### config.mk
export PLATFORM = sky130hd
export DESIGN_NAME = lrb_bank
export DESIGN_NICKNAME = d
export VERILOG_FILES = /design/src/hw/lrb_pkg.sv /design/src/hw/lrb_rail_ctrl.sv /design/src/hw/lrb_bank.sv
export VERILOG_INCLUDE_DIRS = /design/src /design/src/hw
export SDC_FILE = /design/constraint.sdc
export NUM_CORES = 1
export LEC_CHECK = 0
export BUFFER_PORTS_ARGS = -buffer_cell sky130_fd_sc_hd__buf_2
export CAP_MARGIN = 20
export CORE_ASPECT_RATIO = 0.5
export CORE_MARGIN = 5
export CORE_UTILIZATION = 30
export DETAILED_ROUTE_END_ITERATION = 8
export PLACE_DENSITY = 0.6
export SYNTH_ARGS = -nofsm -noshare
export SYNTH_HDL_FRONTEND = slang
export SYNTH_SLANG_ARGS = --single-unit
### constraint.sdc
create_clock -name CLOCK -period 1.7 [get_ports CLOCK]
set_input_delay 0.17 -clock CLOCK [delete_from_list [all_inputs] [get_ports CLOCK]]
set_output_delay 0.17 -clock CLOCK [all_outputs]
set_load 0.02 [all_outputs]
### src/hw/lrb_map.svh
`ifndef LRB_MAP_SVH
`define LRB_MAP_SVH

// ---------------------------------------------------------------------------
// Register byte addresses
// ---------------------------------------------------------------------------
`define LRB_ADDR_VCODE0   8'h12
`define LRB_ADDR_VCODE1   8'h13
`define LRB_ADDR_VCODE2   8'h14
`define LRB_ADDR_VCODE3   8'h16
`define LRB_ADDR_VCODE4   8'h17
`define LRB_ADDR_CTL3     8'h5e
`define LRB_ADDR_CTL4     8'h60
`define LRB_ADDR_CTL1     8'h61
`define LRB_ADDR_CTL0     8'h65
`define LRB_ADDR_CTL2     8'h66
`define LRB_ADDR_SLOT0    8'hed
`define LRB_ADDR_SLOT1    8'hee
`define LRB_ADDR_SLOT2    8'hef
`define LRB_ADDR_SLOT3    8'hf0
`define LRB_ADDR_SLOT4    8'hf1

// ---------------------------------------------------------------------------
// Field positions, masks and reset values
// ---------------------------------------------------------------------------
`define LRB_CTL_ON_BIT    0
`define LRB_CTL_SEL_BIT   1
`define LRB_CTL_MASK      8'h03
`define LRB_CTL_RESET     8'h00
`define LRB_SLOT_MASK     8'h3f
`define LRB_VCODE_MASK01  8'h1f
`define LRB_VCODE_MASK34  8'h3f
`define LRB_VCODE_MAX     8'h1a
`define LRB_PASS_MIN      8'h1b
`define LRB_SLOT_OFF      4'hf
`define LRB_UNMAPPED_RD   8'h00

`endif

### src/hw/lrb_pkg.sv
package lrb_pkg;

  typedef enum logic [1:0] {
    LRB_CLASS_A  = 2'b00,
    LRB_CLASS_U  = 2'b01,
    LRB_CLASS_S  = 2'b10,
    LRB_CLASS_SX = 2'b11
  } lrb_class_t;

  typedef struct packed {
    logic [7:0] addr;
    logic [7:0] wdata;
    logic       wr;
    logic       rd;
  } lrb_req_t;

  typedef struct packed {
    logic       rail_on;
    logic [5:0] vcode;
    logic       pass_switch;
    lrb_class_t rail_class;
    logic [3:0] delay_slot;
    logic       auto_seq;
  } lrb_rail_t;

endpackage

### src/hw/lrb_rail_ctrl.sv
`timescale 1ns/100ps
`include "lrb_map.svh"

// ---------------------------------------------------------------------------
// One rail: on/off source selection and field decode
// ---------------------------------------------------------------------------
module lrb_rail_ctrl #(
  parameter bit INVERT_SEQ = 1'b0,
  parameter bit HAS_PASS   = 1'b1
) (
  // Register contents
  input  wire logic [7:0]        ctl,
  input  wire logic [7:0]        vcode,
  input  wire logic [7:0]        slot,
  // Sequencer request
  input  wire logic              seq_req,
  // Decoded rail state
  output lrb_pkg::lrb_rail_t     rail
);

  logic seq_on;

  // Rails 3 and 4 follow the opposite sequencer polarity.
  assign seq_on = INVERT_SEQ ? ~seq_req : seq_req;

  always_comb begin
    rail = '0;
    if (ctl[`LRB_CTL_SEL_BIT]) begin
      rail.rail_on = ctl[`LRB_CTL_ON_BIT];
    end else begin
      rail.rail_on = seq_on;
    end
    rail.vcode = vcode[5:0];
    rail.pass_switch = HAS_PASS && (vcode >= `LRB_PASS_MIN);
    rail.rail_class = lrb_pkg::lrb_class_t'(slot[5:4]);
    rail.delay_slot = slot[3:0];
    rail.auto_seq = (slot[3:0] != `LRB_SLOT_OFF);
  end

endmodule // lrb_rail_ctrl

### src/hw/lrb_bank.sv
`timescale 1ns/100ps
`include "lrb_map.svh"

// Overview of operation
// - Select bit zero: sequencer drives rail.
// - Select bit one: enable bit drives rail.
// - Enable bit 0 off, 1 on.
// - Rails 0-2: sequencer request high means on.
// - Rails 3-4: sequencer request low means on.
// - Rails 0-2: codes 0-26 regulate, 27+ pass.
// - Rails 3-4: codes 0-0x3f regulate linearly, no pass.
// - Slot bits 5:4 give rail class.
// - Slot bits 3:0 pick group, 0xf disables.

module lrb_bank #(
  parameter int NRAIL = 5,
  parameter logic [39:0] OTP_VCODE = 40'h0808_1414_14,
  parameter logic [39:0] OTP_SLOT  = 40'h0f0f_0f0f_0f
) (
  // Clock and reset
  input  wire logic               CLOCK,
  input  wire logic               RST_B,
  // Register access from the serial interface engine
  input  wire logic [7:0]         REG_ADDR,
  input  wire logic [7:0]         REG_WDATA,
  input  wire logic               REG_WR,
  input  wire logic               REG_RD,
  output logic      [7:0]         REG_RDATA,
  output logic                    REG_HIT,
  // Factory configuration
  input  wire logic [39:0]        OTP_VCODE_IN,
  input  wire logic [39:0]        OTP_SLOT_IN,
  input  wire logic               OTP_VALID,
  // Sequencer
  input  wire logic [4:0]         SEQ_REQ,
  // Rail outputs
  output logic      [4:0]         RAIL_ON,
  output logic      [29:0]        RAIL_VCODE,
  output logic      [4:0]         RAIL_PASS,
  output logic      [9:0]         RAIL_CLASS,
  output logic      [19:0]        RAIL_SLOT,
  output logic      [4:0]         RAIL_AUTO
);

  // -------------------------------------------------------------------------
  // Register storage
  // -------------------------------------------------------------------------
  logic [7:0] ctl_reg   [5];
  logic [7:0] vcode_reg [5];
  logic [7:0] slot_reg  [5];
  logic       otp_done_reg;
  lrb_pkg::lrb_req_t req;
  lrb_pkg::lrb_rail_t rail_st [5];

  assign req = '{addr: REG_ADDR, wdata: REG_WDATA, wr: REG_WR, rd: REG_RD};

  function automatic logic [7:0] ctl_addr(input int i);
    case (i)
      0: ctl_addr = `LRB_ADDR_CTL0;
      1: ctl_addr = `LRB_ADDR_CTL1;
      2: ctl_addr = `LRB_ADDR_CTL2;
      3: ctl_addr = `LRB_ADDR_CTL3;
      default: ctl_addr = `LRB_ADDR_CTL4;
    endcase
  endfunction

  function automatic logic [7:0] vcode_addr(input int i);
    case (i)
      0: vcode_addr = `LRB_ADDR_VCODE0;
      1: vcode_addr = `LRB_ADDR_VCODE1;
      2: vcode_addr = `LRB_ADDR_VCODE2;
      3: vcode_addr = `LRB_ADDR_VCODE3;
      default: vcode_addr = `LRB_ADDR_VCODE4;
    endcase
  endfunction

  function automatic logic [7:0] slot_addr(input int i);
    case (i)
      0: slot_addr = `LRB_ADDR_SLOT0;
      1: slot_addr = `LRB_ADDR_SLOT1;
      2: slot_addr = `LRB_ADDR_SLOT2;
      3: slot_addr = `LRB_ADDR_SLOT3;
      default: slot_addr = `LRB_ADDR_SLOT4;
    endcase
  endfunction

  // -------------------------------------------------------------------------
  // Factory load
  // -------------------------------------------------------------------------
  // The factory values are latched once after reset release, when the
  // fuse reader reports them valid; host writes to the code and slot registers are ignored until then.
  always_ff @(posedge CLOCK or negedge RST_B) begin
    if (!RST_B) begin
      otp_done_reg <= 1'b0;
    end else if (OTP_VALID) begin
      otp_done_reg <= 1'b1;
    end
  end

  // -------------------------------------------------------------------------
  // Per-rail registers and decode
  // -------------------------------------------------------------------------
  genvar g;
  generate
    for (g = 0; g < 5; g++) begin : g_rail
      localparam logic [7:0] VMASK =
        (g < 3) ? `LRB_VCODE_MASK01 : `LRB_VCODE_MASK34;

      always_ff @(posedge CLOCK or negedge RST_B) begin
        if (!RST_B) begin
          ctl_reg[g] <= `LRB_CTL_RESET;
        end else if (req.wr && req.addr == ctl_addr(g)) begin
          ctl_reg[g] <= req.wdata & `LRB_CTL_MASK;
        end
      end

      always_ff @(posedge CLOCK or negedge RST_B) begin
        if (!RST_B) begin
          vcode_reg[g] <= 8'h00;
          slot_reg[g]  <= 8'h00;
        end else if (!otp_done_reg) begin
          if (OTP_VALID) begin
            vcode_reg[g] <= OTP_VCODE_IN[g*8 +: 8] & VMASK;
            slot_reg[g]  <= OTP_SLOT_IN[g*8 +: 8] & `LRB_SLOT_MASK;
          end
        end else if (req.wr) begin
          if (req.addr == vcode_addr(g)) begin
            vcode_reg[g] <= req.wdata & VMASK;
          end
          if (req.addr == slot_addr(g)) begin
            slot_reg[g] <= req.wdata & `LRB_SLOT_MASK;
          end
        end
      end

      lrb_rail_ctrl #(
        .INVERT_SEQ (g >= 3),
        .HAS_PASS   (g < 3)
      ) u_rail (
        .ctl     (ctl_reg[g]),
        .vcode   (vcode_reg[g]),
        .slot    (slot_reg[g]),
        .seq_req (SEQ_REQ[g]),
        .rail    (rail_st[g])
      );

      always_ff @(posedge CLOCK or negedge RST_B) begin
        if (!RST_B) begin
          RAIL_ON[g]             <= 1'b0;
          RAIL_VCODE[g*6 +: 6]   <= 6'h00;
          RAIL_PASS[g]           <= 1'b0;
          RAIL_CLASS[g*2 +: 2]   <= 2'b00;
          RAIL_SLOT[g*4 +: 4]    <= 4'h0;
          RAIL_AUTO[g]           <= 1'b0;
        end else begin
          RAIL_ON[g]             <= rail_st[g].rail_on;
          RAIL_VCODE[g*6 +: 6]   <= rail_st[g].vcode;
          RAIL_PASS[g]           <= rail_st[g].pass_switch;
          RAIL_CLASS[g*2 +: 2]   <= rail_st[g].rail_class;
          RAIL_SLOT[g*4 +: 4]    <= rail_st[g].delay_slot;
          RAIL_AUTO[g]           <= rail_st[g].auto_seq;
        end
      end

      a_manual_on: assert property (
        @(posedge CLOCK) disable iff (!RST_B)
        ctl_reg[g][1] |=> RAIL_ON[g] == $past(ctl_reg[g][0]))
        else $error("manual rail state not followed");
      a_seq_follow: assert property (
        @(posedge CLOCK) disable iff (!RST_B)
        !ctl_reg[g][1] |=>
          RAIL_ON[g] == ($past(SEQ_REQ[g]) ^ (g >= 3)))
        else $error("sequencer rail state wrong");
      a_slot_off: assert property (
        @(posedge CLOCK) disable iff (!RST_B)
        slot_reg[g][3:0] == 4'hf |=> !RAIL_AUTO[g])
        else $error("disabled slot still automatic");
      a_class_out: assert property (
        @(posedge CLOCK) disable iff (!RST_B)
        1'b1 |=> RAIL_CLASS[g*2 +: 2] == $past(slot_reg[g][5:4]))
        else $error("rail class mismatch");
    end
  endgenerate

  // -------------------------------------------------------------------------
  // Read path
  // -------------------------------------------------------------------------
  logic [7:0] rdata_next;
  logic       hit_next;

  always_comb begin
    rdata_next = `LRB_UNMAPPED_RD;
    hit_next   = 1'b0;
    for (int i = 0; i < 5; i++) begin
      if (req.addr == ctl_addr(i)) begin
        rdata_next = ctl_reg[i];
        hit_next   = 1'b1;
      end
      if (req.addr == vcode_addr(i)) begin
        rdata_next = vcode_reg[i];
        hit_next   = 1'b1;
      end
      if (req.addr == slot_addr(i)) begin
        rdata_next = slot_reg[i];
        hit_next   = 1'b1;
      end
    end
  end

  always_ff @(posedge CLOCK or negedge RST_B) begin
    if (!RST_B) begin
      REG_RDATA <= 8'h00;
      REG_HIT   <= 1'b0;
    end else if (req.rd) begin
      REG_RDATA <= rdata_next;
      REG_HIT   <= hit_next;
    end
  end

  // -------------------------------------------------------------------------
  // Checks
  // -------------------------------------------------------------------------
  a_ctl_reserved: assert property (
    @(posedge CLOCK) disable iff (!RST_B)
    REG_RD && REG_ADDR == `LRB_ADDR_CTL0 |=> REG_RDATA[7:2] == 6'h00)
    else $error("reserved control bits not zero");
  a_pass_mode: assert property (
    @(posedge CLOCK) disable iff (!RST_B)
    vcode_reg[0] >= 8'h1b |=> RAIL_PASS[0])
    else $error("pass switch not entered");
  a_no_pass34: assert property (
    @(posedge CLOCK) disable iff (!RST_B)
    !RAIL_PASS[3] && !RAIL_PASS[4])
    else $error("pass switch on rail 3 or 4");
  a_otp_load: assert property (
    @(posedge CLOCK) disable iff (!RST_B)
    OTP_VALID && !otp_done_reg |=>
      slot_reg[1] == ($past(OTP_SLOT_IN[15:8]) & 8'h3f))
    else $error("factory slot not loaded");

  c_manual:  cover property (@(posedge CLOCK) ctl_reg[0][1] && RAIL_ON[0]);
  c_seq_inv: cover property (@(posedge CLOCK) !ctl_reg[3][1] && RAIL_ON[3]);
  c_pass:    cover property (@(posedge CLOCK) RAIL_PASS[2]);

endmodule // lrb_bank

==> results by group, run 1 <==
Layout
  – ANT cells: 0
  – Finished Layout Cells: between 1000 and 1500
  – Number of flip-flops under the largest register name: 30
  – Fill count: between 1500 and 2000
  – Final instance area: 8374 um^2
  – Layout Nets: ~900
  – Syn-to-layout area delta: 38.60%
  – Most common cell after layout, fill and taps aside: buf_2
  – Share of cells above drive strength 1: 0.3700
  – Most frequent cells in the layout: 156 x buf_2, 145 x dfrtp_1, 83 x nand2_1, 74 x buf_4, 67 x a21oi_1

Yosys
  – Synthesized flop and latch total: 145
  – Syn Std Cell Area: roughly 6000 um^2
  – Post-synth EDFFs: 0
  – Ys flop type: dfrtp_1
  – Post-Synthesis Cells: between 500 and 600
  – Synth Warn #: 0
  – Synth unique cells: 54
  – Sequential area share after synthesis: 0.6005
  – Synth Area per Inst: 10.47 um^2
  – Async S/R FF share, synth: 1.000

Floorplan
  – Num rows: 36
  – Starting Density: 0.3077
  – Die height: 110.4 um
  – Core Region: about 20000 um^2
  – Die area: between 20000 and 25000 um^2
  – Die width: about 210 um
  – Io pins: 190

Placement
  – Cell Area, Placed: approximately 7700 um^2
  – IO Port Bufs: approximately 160
  – Placer Congestion: 0.9544
  – Post-DP HPWL: ~17000 um
  – DP Cell Count: roughly 1000

Pwr
  – Total power: 8.772 mW
  – Lkg Pwr: about 4.1 nW
  – Switch share: 0.2883
  – Max VDD drop: between 700 and 800 uV
  – Share of total power in combinational logic: 0.125
  – Net Sw Power: approximately 2.5 mW
  – Clk pwr share: 0.415
  – Power per cell area: around 1000 nW/um^2
  – Sequential share of power: 0.460
  – Cell Int Power: about 6.2 mW

Drt
  – Post-route ant nets: 0
  – First-iteration detailed-routing DRC count: around 450
  – Via count: 5361
  – 1st-pass router iterations: 8
  – Via-per-instance ratio: ~5
  – Routed Wire Length: between 20000 and 25000 um
  – Post-route DRC: 0
  – WL per Instance: just under 20 um

STA
  – PnR worst setup slack: -0.01102 ns
  – Clk_skew: 0.008909 ns
  – Hold Slack: 0.02044 ns
  – Worst-Margin Slew: 0.7567 ns
  – Peak Freq: between 500 and 600 MHz
  – Max-slew violations: 0
  – Tcrit/Tclk final: 1.006
  – Hold Fails Final Rpt: 0
  – Final Setup Violations: 1
  – Setup TNS: -0.01102 ns
  – Crit path time final: approximately 1.7 ns
  – RSZ-0062 raised after global routing: yes
  – Worst rel slew slack: 0.4956

Global route
  – Total track usage: 0.1860
  – Number of global-route vias before repair: 5348
  – Initial antenna violation count: 1
  – Global route overflow: 0
  – Largest net degree at the start of global routing: 49
  – First-pass GRT wire length: 32330 um

Worst setup path
  – Crit path kind: in2reg
  – CP max FO: 5
  – Kind of start point of the critical path: primary input
  – Worst r2r src: vcode_reg[12]
  – Worst EP required: slightly above 2 ns
  – Worst setup EP type: register
  – Worst endpoint data arrival time: just over 2 ns
  – FF-to-FF End: REG_RDATA[4]
  – Setup crit end: REG_RDATA[0]
  – Worst reg2reg path depth: 6
  – Worst reg2reg setup slack: ~0.050 ns
  – Critical path launch point: REG_ADDR[7]

CTS
  – Clock Tree Buf Depth: 2
  – Worst-Skew Late Latency: approximately 0.42 ns
  – Sink Count: 145
  – Clock-pin slew on the worst setup and hold paths: around 0.060 ns
  – Clock Root Buffer: clkbuf_16
  – H-tree Lvls: 4
  – Inserted Clock Buffers: 17
  – CTS tree: built

Hold path
  – Worst hold path type: in2reg

Status
  – Failing checks: setup timing
  – Status: complete, but fails checks

Run
  – Number of max-cap violations: 0
## metrics by stage
| step | setup WS, ns | utilization |
|---|---|---|
| floorplan | -0.2763 | - |
| global placement | -0.4034 | 0.3914 |
| detailed placement | -0.4481 | 0.3914 |
| CTS | 0.01801 | 0.4246 |
| global route | -0.01706 | 0.4264 |
| finish | -0.01102 | 0.4264 |
## cells in the mapped netlist, types with 8 or more instances
library cell    n  share of area
nand3_1         8         0.0066
and3_1          8         0.0083
nor2_1         21          0.013
clkbuf_1       25          0.016
o21ai_0        29          0.024
mux2i_1        13          0.022
mux2_2         16          0.030
nand2_1        84          0.052
buf_4           8         0.0099
o21ai_1        54          0.045
a21oi_1        68          0.056
nor3_1         12         0.0099
dfrtp_1       145           0.60
## logic make-up after synthesis
group,share of synthesized area
multiplexers,0.05881
AND/OR/NAND/NOR,0.1280
buffers and inverters,0.03438
XOR/XNOR,0.001450
other,0.0006207
AO/OA/AOI/OAI,0.1762
flip-flops,0.6005
## metal layers
layer,global-route usage,wire (um),up-vias
met4,0.05086,306,2
met1,0.2765,10520,2635
met3,0.04297,1331,27
li1,-,-,2512
met2,0.2727,9393,185
met5,0,7,-
## power groups by stage
stage | Clock [mW] | Sequential, mW | Combinational [mW]
5_1_grt | 3.86 | 4.07 | 1.20
4_1_cts | 3.72 | 4.03 | 1.11
3_3_place_gp | 0 | 4.09 | 1.08
6_report | 3.64 | 4.03 | 1.10
2_1_floorplan | 0 | 4.21 | 0.323
3_5_place_dp | 0 | 4.10 | 1.09
## critical path: stages
cell	delay [ns]
buf_2	0.10
or4b_4	0.64
nor2_8	0.13
nand2_2	0.06
mux4_2	0.48
a221o_1	0.33
a21oi_2	0.14
## area by class of cell
cell class,instances,area (um^2),share of cell area
Timing Repair Buffer,245,1548,0.1848
Tap cell,266,332.8,0.03974
Inverter,6,22.52,0.002689
Multi-Input combinational cell,391,2271,0.2712
Clock buffer,17,425.4,0.05080
Clock inverter,15,146.4,0.01748
Sequential cell,145,3628,0.4333
## worst min-delay path by stage
stage	startpoint	endpoint	slack [ns]	cells after the start
after detailed placement	RST_B	slot_reg[29]	0.16	1
after global placement	RST_B	slot_reg[29]	0.15	1
after floorplan	RST_B	RAIL_AUTO[0]	-0.13	0
after global routing	OTP_VCODE_IN[18]	vcode_reg[18]	0.007	3
after CTS	OTP_VCODE_IN[32]	vcode_reg[0]	0.0007	3
final	OTP_VCODE_IN[18]	vcode_reg[18]	0.02	3
## repair_timing
action | in CTS | in global routing
setup buffers | 0 | 0
hold buffers | 8 | 0
resized for setup | 0 | 10
hold endpoints to repair | 50 | 0
setup endpoints to repair | 1 | 21
pin swaps | 2 | 1
Power figures use the tool's default switching activity.
==> run 2, diff against run 1 <==
Settings changed: CORE_MARGIN 5 to not set, SETUP_SLACK_MARGIN set to 0.4.
==> results by group, run 2 (same netlist as run 1, synthesis figures left out) <==
Drt
  – Via count: 5723 (+6.8%)
  – WL per Instance: 20.45 um (+3.0%)
  – First-iteration detailed-routing DRC count: 523 (+17%)
  – Post-route DRC: 0 (unchanged)
  – Post-route ant nets: 0 (unchanged)
  – Via-per-instance ratio: 5.147 (+4.2%)
  – Routed Wire Length: 22750 um (+5.5%)
  – 1st-pass router iterations: 5 (-3)

Pwr
  – Max VDD drop: 523.5 uV (-32%)
  – Total power: 9.064 mW (+3.3%)
  – Switch share: 0.2832 (-0.005140)
  – Lkg Pwr: 4.508 nW (+9.5%)
  – Power per cell area: 951.9 nW/um^2 (-9.1%)
  – Share of total power in combinational logic: 0.141 (+0.016)
  – Net Sw Power: 2.567 mW (+1.5%)
  – Sequential share of power: 0.451 (-0.009)
  – Cell Int Power: 6.497 mW (+4.1%)
  – Clk pwr share: 0.408 (-0.007)

Global route
  – Number of global-route vias before repair: 5554 (+3.9%)
  – Total track usage: 0.2177 (+0.03171)
  – First-pass GRT wire length: 32950 um (+1.9%)
  – Largest net degree at the start of global routing: 48 (-2.0%)
  – Initial antenna violation count: 1 (unchanged)
  – Global route overflow: 0 (unchanged)

Status
  – Status: completed

Worst setup path
  – Slowest cell on crit path: or4b_4
  – Worst endpoint data arrival time: 2.00 ns (-0.06 ns)
  – Kind of start point of the critical path: primary input
  – CP max FO: 3 (-2)
  – Worst EP required: 2.05 ns (about the same)
  – Crit path kind: in2reg
  – Worst path bufs/invs: 1 (unchanged)
  – Worst r2r src: vcode_reg[24]
  – Worst setup EP type: register
  – CP Cell Sequence: buf_6 -> or4b_4 -> nor2_8 -> nand2_1 -> mux4_2 -> a221o_1 -> a21oi_2
  – Critical path launch point: REG_ADDR[5]
  – CP peak stage delay: 0.62 ns (-0.02 ns)
  – Top delay family on crit path: simple AND/OR/NAND/NOR gates

Layout
  – Share of cells above drive strength 1: 0.5231 (+0.1531)
  – Final instance area: 9522 um^2 (+14%)
  – Post-Route Utilization: 0.4860 (+0.05954)
  – Finished Layout Cells: 1112 (+2.5%)
  – Most common cell after layout, fill and taps aside: buf_2
  – Layout Nets: 938 (+2.9%)
  – Syn-to-layout area delta: 57.59%
  – Number of flip-flops under the largest register name: 30 (unchanged)
  – Most frequent cells in the layout: 155 x buf_2, 143 x dfrtp_1, 62 x a21oi_1, 56 x buf_4, 44 x nand2_1

CTS
  – Clock Root Buffer: clkbuf_16
  – Inserted Clock Buffers: 17 (unchanged)
  – Clock-pin slew on the worst setup and hold paths: 0.06 ns (about the same)
  – H-tree Lvls: 4 (unchanged)
  – Clock Tree Buf Depth: 2 (unchanged)
  – Sink Count: 145 (unchanged)
  – Worst-Skew Late Latency: 0.42 ns (about the same)
  – CTS tree: built

Floorplan
  – Die width: 202.7 um (-3.8%)
  – Starting Density: 0.3084 (+0.0007073)
  – Die area: 20750 um^2 (-11%)
  – Io pins: 190 (unchanged)
  – Core Region: 19590 um^2 (-0.23%)
  – Die height: 102.4 um (-7.2%)
  – Num rows: 36 (unchanged)

Placement
  – Cell Area, Placed: 7726 um^2 (+0.50%)
  – Post-DP HPWL: 15900 um (-3.8%)
  – DP Cell Count: 1035 (-0.96%)
  – IO Port Bufs: 157 (unchanged)
  – Placer Congestion: 0.9260 (-3.0%)
  – Pre-CTS setup slack: -0.4757 ns (-0.02759 ns)

Hold path
  – Worst hold path type: in2reg
  – Hold_sp: OTP_SLOT_IN[16]

STA
  – PnR worst setup slack: 0.04995 ns (+0.06096 ns)
  – Tcrit/Tclk final: 0.9706 (-0.03586)
  – Setup TNS: 0 ns (+0.01102 ns)
  – Hold Fails Final Rpt: 0 (unchanged)
  – Max-slew violations: 0 (unchanged)
  – Final Setup Violations: 0 (-1)
  – Peak Freq: 606.0 MHz (+3.7%)
  – Clk_skew: 0.008284 ns (-0.0006253 ns)
  – RSZ-0062 raised after global routing: yes
  – Crit path time final: 1.650 ns (-0.06096 ns)
  – Hold Slack: 0.01942 ns (-0.001024 ns)

Run
  – Number of max-cap violations: 0 (unchanged)
[run 2: routing by layer]
metal  vias up  part of all wire  track usage
met4         0            0.0084      0.06304
met2       240              0.45       0.3259
met3        22             0.081      0.04464
li1       2594                 -            -
met5         -                 0            0
met1      2867              0.46       0.3180
[run 2: power by group through the flow]
stage | logic, mW | registers, mW | clock network, mW
final | 1.28 | 4.08 | 3.70
after detailed placement | 1.09 | 4.11 | 0
after global placement | 1.08 | 4.11 | 0
after CTS | 1.18 | 4.05 | 3.76
after floorplan | 0.355 | 4.21 | 0
after global routing | 1.38 | 4.11 | 3.90
[run 2: path summary, 6_finish.rpt]
path | end | slack [ns] | cells after the start
max reg2reg | REG_RDATA[0] | 0.13 | 4
min in group asynchronous | RAIL_AUTO[3] | 0.27 | 2
max in group asynchronous | RAIL_VCODE[10] | 0.87 | 3
max | REG_RDATA[0] | 0.05 | 7
min | slot_reg[16] | 0.02 | 3
min reg2reg | RAIL_VCODE[23] | 0.42 | 0
[run 2: worst register-to-register path, stage by stage, from the launching register on]
cell	delay [ns]
dfrtp_1	0.50
nand2_2	0.08
mux4_2	0.47
a221o_1	0.33
a21oi_2	0.12
[run 2: layout make-up]
type	count	area, um^2
antenna	1	2.502
clock buffer	21	450.4
clock inverter	11	130.1
fill	1771	10070
inverter	6	28.78
multi-input combinational	398	3060
sequential	145	3631
tap	266	332.8
timing repair buffer	264	1886
[run 2: repair_timing]
action | 4_1_cts | 5_1_grt
setup buffers | 22 | 6
pin swaps | 39 | 36
gates resized for setup | 102 | 116
hold buffers | 5 | 0
cloned | 9 | 2
hold endpoints to repair | 45 | 0
endpoints found under the setup margin | 66 | 70
==> run 3, diff against run 2 <==
Settings changed: CTS_CLUSTER_DIAMETER set to 30, GPL_TIMING_DRIVEN set to 0, HOLD_SLACK_MARGIN set to 0.03.
==> results by group, run 3 (same netlist as run 1, synthesis figures left out) <==
Status
  – Status: complete, but fails checks
  – Failing checks: setup timing

Worst setup path
  – CP max FO: 5 (+2)
  – Worst r2r src: vcode_reg[24]
  – Worst endpoint data arrival time: 2.13 ns (+0.13 ns)
  – Worst reg2reg setup slack: 0.13 ns (about the same)
  – CP Cell Sequence: buf_8 -> or4b_4 -> buf_12 -> buf_6 -> buf_6 -> or2_4 -> nor2_4 -> a2bb2oi_2 -> o2111a_1 -> o32ai_2
  – Kind of start point of the critical path: primary input
  – Crit. path cell count: 10 (+3)
  – CP peak stage delay: 0.54 ns (-0.08 ns)
  – Worst reg2reg path depth: 4 (unchanged)
  – Slowest cell on crit path: or4b_4
  – Crit path kind: in2reg
  – Worst path bufs/invs: 4 (+3)
  – Top delay family on crit path: simple AND/OR/NAND/NOR gates
  – Critical path launch point: REG_ADDR[7]
  – Worst EP required: 2.02 ns (-0.03 ns)
  – FF-to-FF End: REG_RDATA[0]
  – CP most frequent cell: buf_6
  – Worst setup EP type: register

Drt
  – Routed Wire Length: 22350 um (-1.7%)
  – First-iteration detailed-routing DRC count: 523 (unchanged)
  – Via-per-instance ratio: 5.097 (-0.97%)
  – Post-route DRC: 0 (unchanged)
  – WL per Instance: 20.01 um (-2.2%)
  – Post-route ant nets: 0 (unchanged)
  – Via count: 5693 (-0.52%)
  – 1st-pass router iterations: 5 (unchanged)

CTS
  – Clock-pin slew on the worst setup and hold paths: 0.06 ns (about the same)
  – H-tree Lvls: 4 (unchanged)
  – Clock Tree Buf Depth: 2 (unchanged)
  – Worst-Skew Late Latency: 0.42 ns (about the same)
  – Clock Root Buffer: clkbuf_16
  – CTS tree: built
  – Inserted Clock Buffers: 17 (unchanged)
  – Sink Count: 145 (unchanged)

STA
  – Clk_skew: 0.007185 ns (-0.001099 ns)
  – Setup TNS: -0.9133 ns (-0.9133 ns)
  – Final Setup Violations: 18 (+18)
  – Worst-Margin Slew: about 0.56 ns
  – Tcrit/Tclk final: 1.064 (+0.09358)
  – Max-slew violations: 0 (unchanged)
  – PnR worst setup slack: -0.1091 ns (-0.1591 ns)
  – Worst rel slew slack: 0.6294
  – Hold Fails Final Rpt: 0 (unchanged)
  – Crit path time final: 1.809 ns (+0.1591 ns)
  – Peak Freq: 552.8 MHz (-8.8%)
  – RSZ-0062 raised after global routing: yes

Run
  – Number of max-cap violations: 0 (unchanged)

Floorplan
  – Die height: 102.4 um (unchanged)
  – Starting Density: 0.3084 (unchanged)
  – Io pins: 190 (unchanged)
  – Core Region: 19590 um^2 (unchanged)
  – Num rows: 36 (unchanged)
  – Die width: 202.7 um (unchanged)
  – Die area: 20750 um^2 (unchanged)

Layout
  – Share of cells above drive strength 1: 0.4617 (-0.06136)
  – Most common cell after layout, fill and taps aside: buf_2
  – Syn-to-layout area delta: 55.91%
  – Number of flip-flops under the largest register name: 30 (unchanged)
  – Layout Nets: 942 (+0.43%)
  – Most frequent cells in the layout: 154 x buf_2, 145 x dfrtp_1, 66 x a21oi_1, 43 x o21ai_1, 39 x nand2_1
  – Final instance area: 9420 um^2 (-1.1%)

Pwr
  – Clk pwr share: 0.396 (-0.012)
  – Switch share: 0.2863 (+0.003116)
  – Max VDD drop: 498.3 uV (-4.8%)
  – Cell Int Power: 6.287 mW (-3.2%)
  – Share of total power in combinational logic: 0.141 (about the same)
  – Power per cell area: 935.0 nW/um^2 (-1.8%)
  – Net Sw Power: 2.522 mW (-1.8%)
  – Sequential share of power: 0.463 (+0.012)
  – Lkg Pwr: 4.480 nW (-0.61%)

Placement
  – Pre-CTS setup slack: -0.6212 ns (-0.1455 ns)
  – IO Port Bufs: 156 (-0.64%)
  – Post-DP HPWL: 15250 um (-4.1%)
  – Cell Area, Placed: 7461 um^2 (-3.4%)
  – Placer Congestion: 0.9286 (+0.28%)

Global route
  – Largest net degree at the start of global routing: 80 (+67%)
  – Total track usage: 0.2169 (-0.0008253)
  – Global route overflow: 0 (unchanged)
  – Number of global-route vias before repair: 5426 (-2.3%)
  – First-pass GRT wire length: 33010 um (+0.19%)
  – Initial antenna violation count: 2 (+1)

Hold path
  – Worst hold path type: in2reg
  – Hold endpoint: vcode_reg[11]
  – Hold_sp: OTP_VCODE_IN[27]
  – Cells on Worst Hold Path: 3 (unchanged)
[run 3: cell count changes in the layout (fill, tap and decap cells not counted), sizes merged]
| cell | delta |
|---|---|
| diode | +1 |
| clkbuf | +17 |
| bufinv | -1 |
| o21ai | -1 |
| clkinvlp | +3 |
| buf | -36 |
| nand2 | -2 |
| dlygate4sd3 | +24 |
[run 3: how the worst max path moves through the flow]
stage / end
floorplan: REG_RDATA[0]
global placement: slot_reg[35]
detailed placement: vcode_reg[5]
CTS: REG_RDATA[0]
global route: REG_RDATA[1]
finish: REG_RDATA[1]
[run 3: worst min-delay path: stages]
cell and delay (ns):
buf_2 0.08, a21oi_1 0.07, o21ai_2 0.10
[run 3: layout make-up]
type	count	area (um^2)
fillers	1751	10170
diodes	2	5.005
repair buffers	230	1625
flip-flops and latches	145	3628
clock buffers	19	432.9
well taps	266	332.8
plain buffers	41	429.2
multi-input cells	395	2820
clock inverters	13	115.1
inverters	6	31.28
[run 3: timing repair]
| action | CTS | global route |
|---|---|---|
| resized for setup | 128 | 86 |
| endpoints found under the setup margin | 64 | 75 |
| pin swaps | 35 | 26 |
| buffers inserted | 29 | 7 |
| hold endpoints to repair | 94 | 0 |
| hold buffers | 29 | 0 |
| gates cloned | 12 | 0 |
[run 3: per-stage QoR]
step	cells	hold WS [ns]	total power, mW	util
after detailed placement	1006	0.2088	5.150	0.3808
final	1117	0.03469	8.808	0.4808
after floorplan	583	-0.1256	4.562	-
after global routing	1115	0.03382	9.128	0.4805
after global placement	1005	0.3583	5.124	0.3791
after CTS	1108	0.03030	8.772	0.4651
[run 3: layer usage]
layer | vias to the layer above | track usage | wire, um
met3 | 24 | 0.06505 | 1870
li1 | 2585 | - | -
met4 | 2 | 0.05032 | 261
met1 | 2833 | 0.3061 | 10120
met2 | 249 | 0.3274 | 10080
met5 | - | 0 | 13
[run 3: power by group through the flow]
stage / Clock [mW] / Sequential, mW / Combinational [mW]
floorplan: 0 / 4.21 / 0.355
CTS: 3.54 / 4.05 / 1.18
global placement: 0 / 4.10 / 1.02
finish: 3.49 / 4.08 / 1.24
detailed placement: 0 / 4.10 / 1.05
global route: 3.67 / 4.11 / 1.35
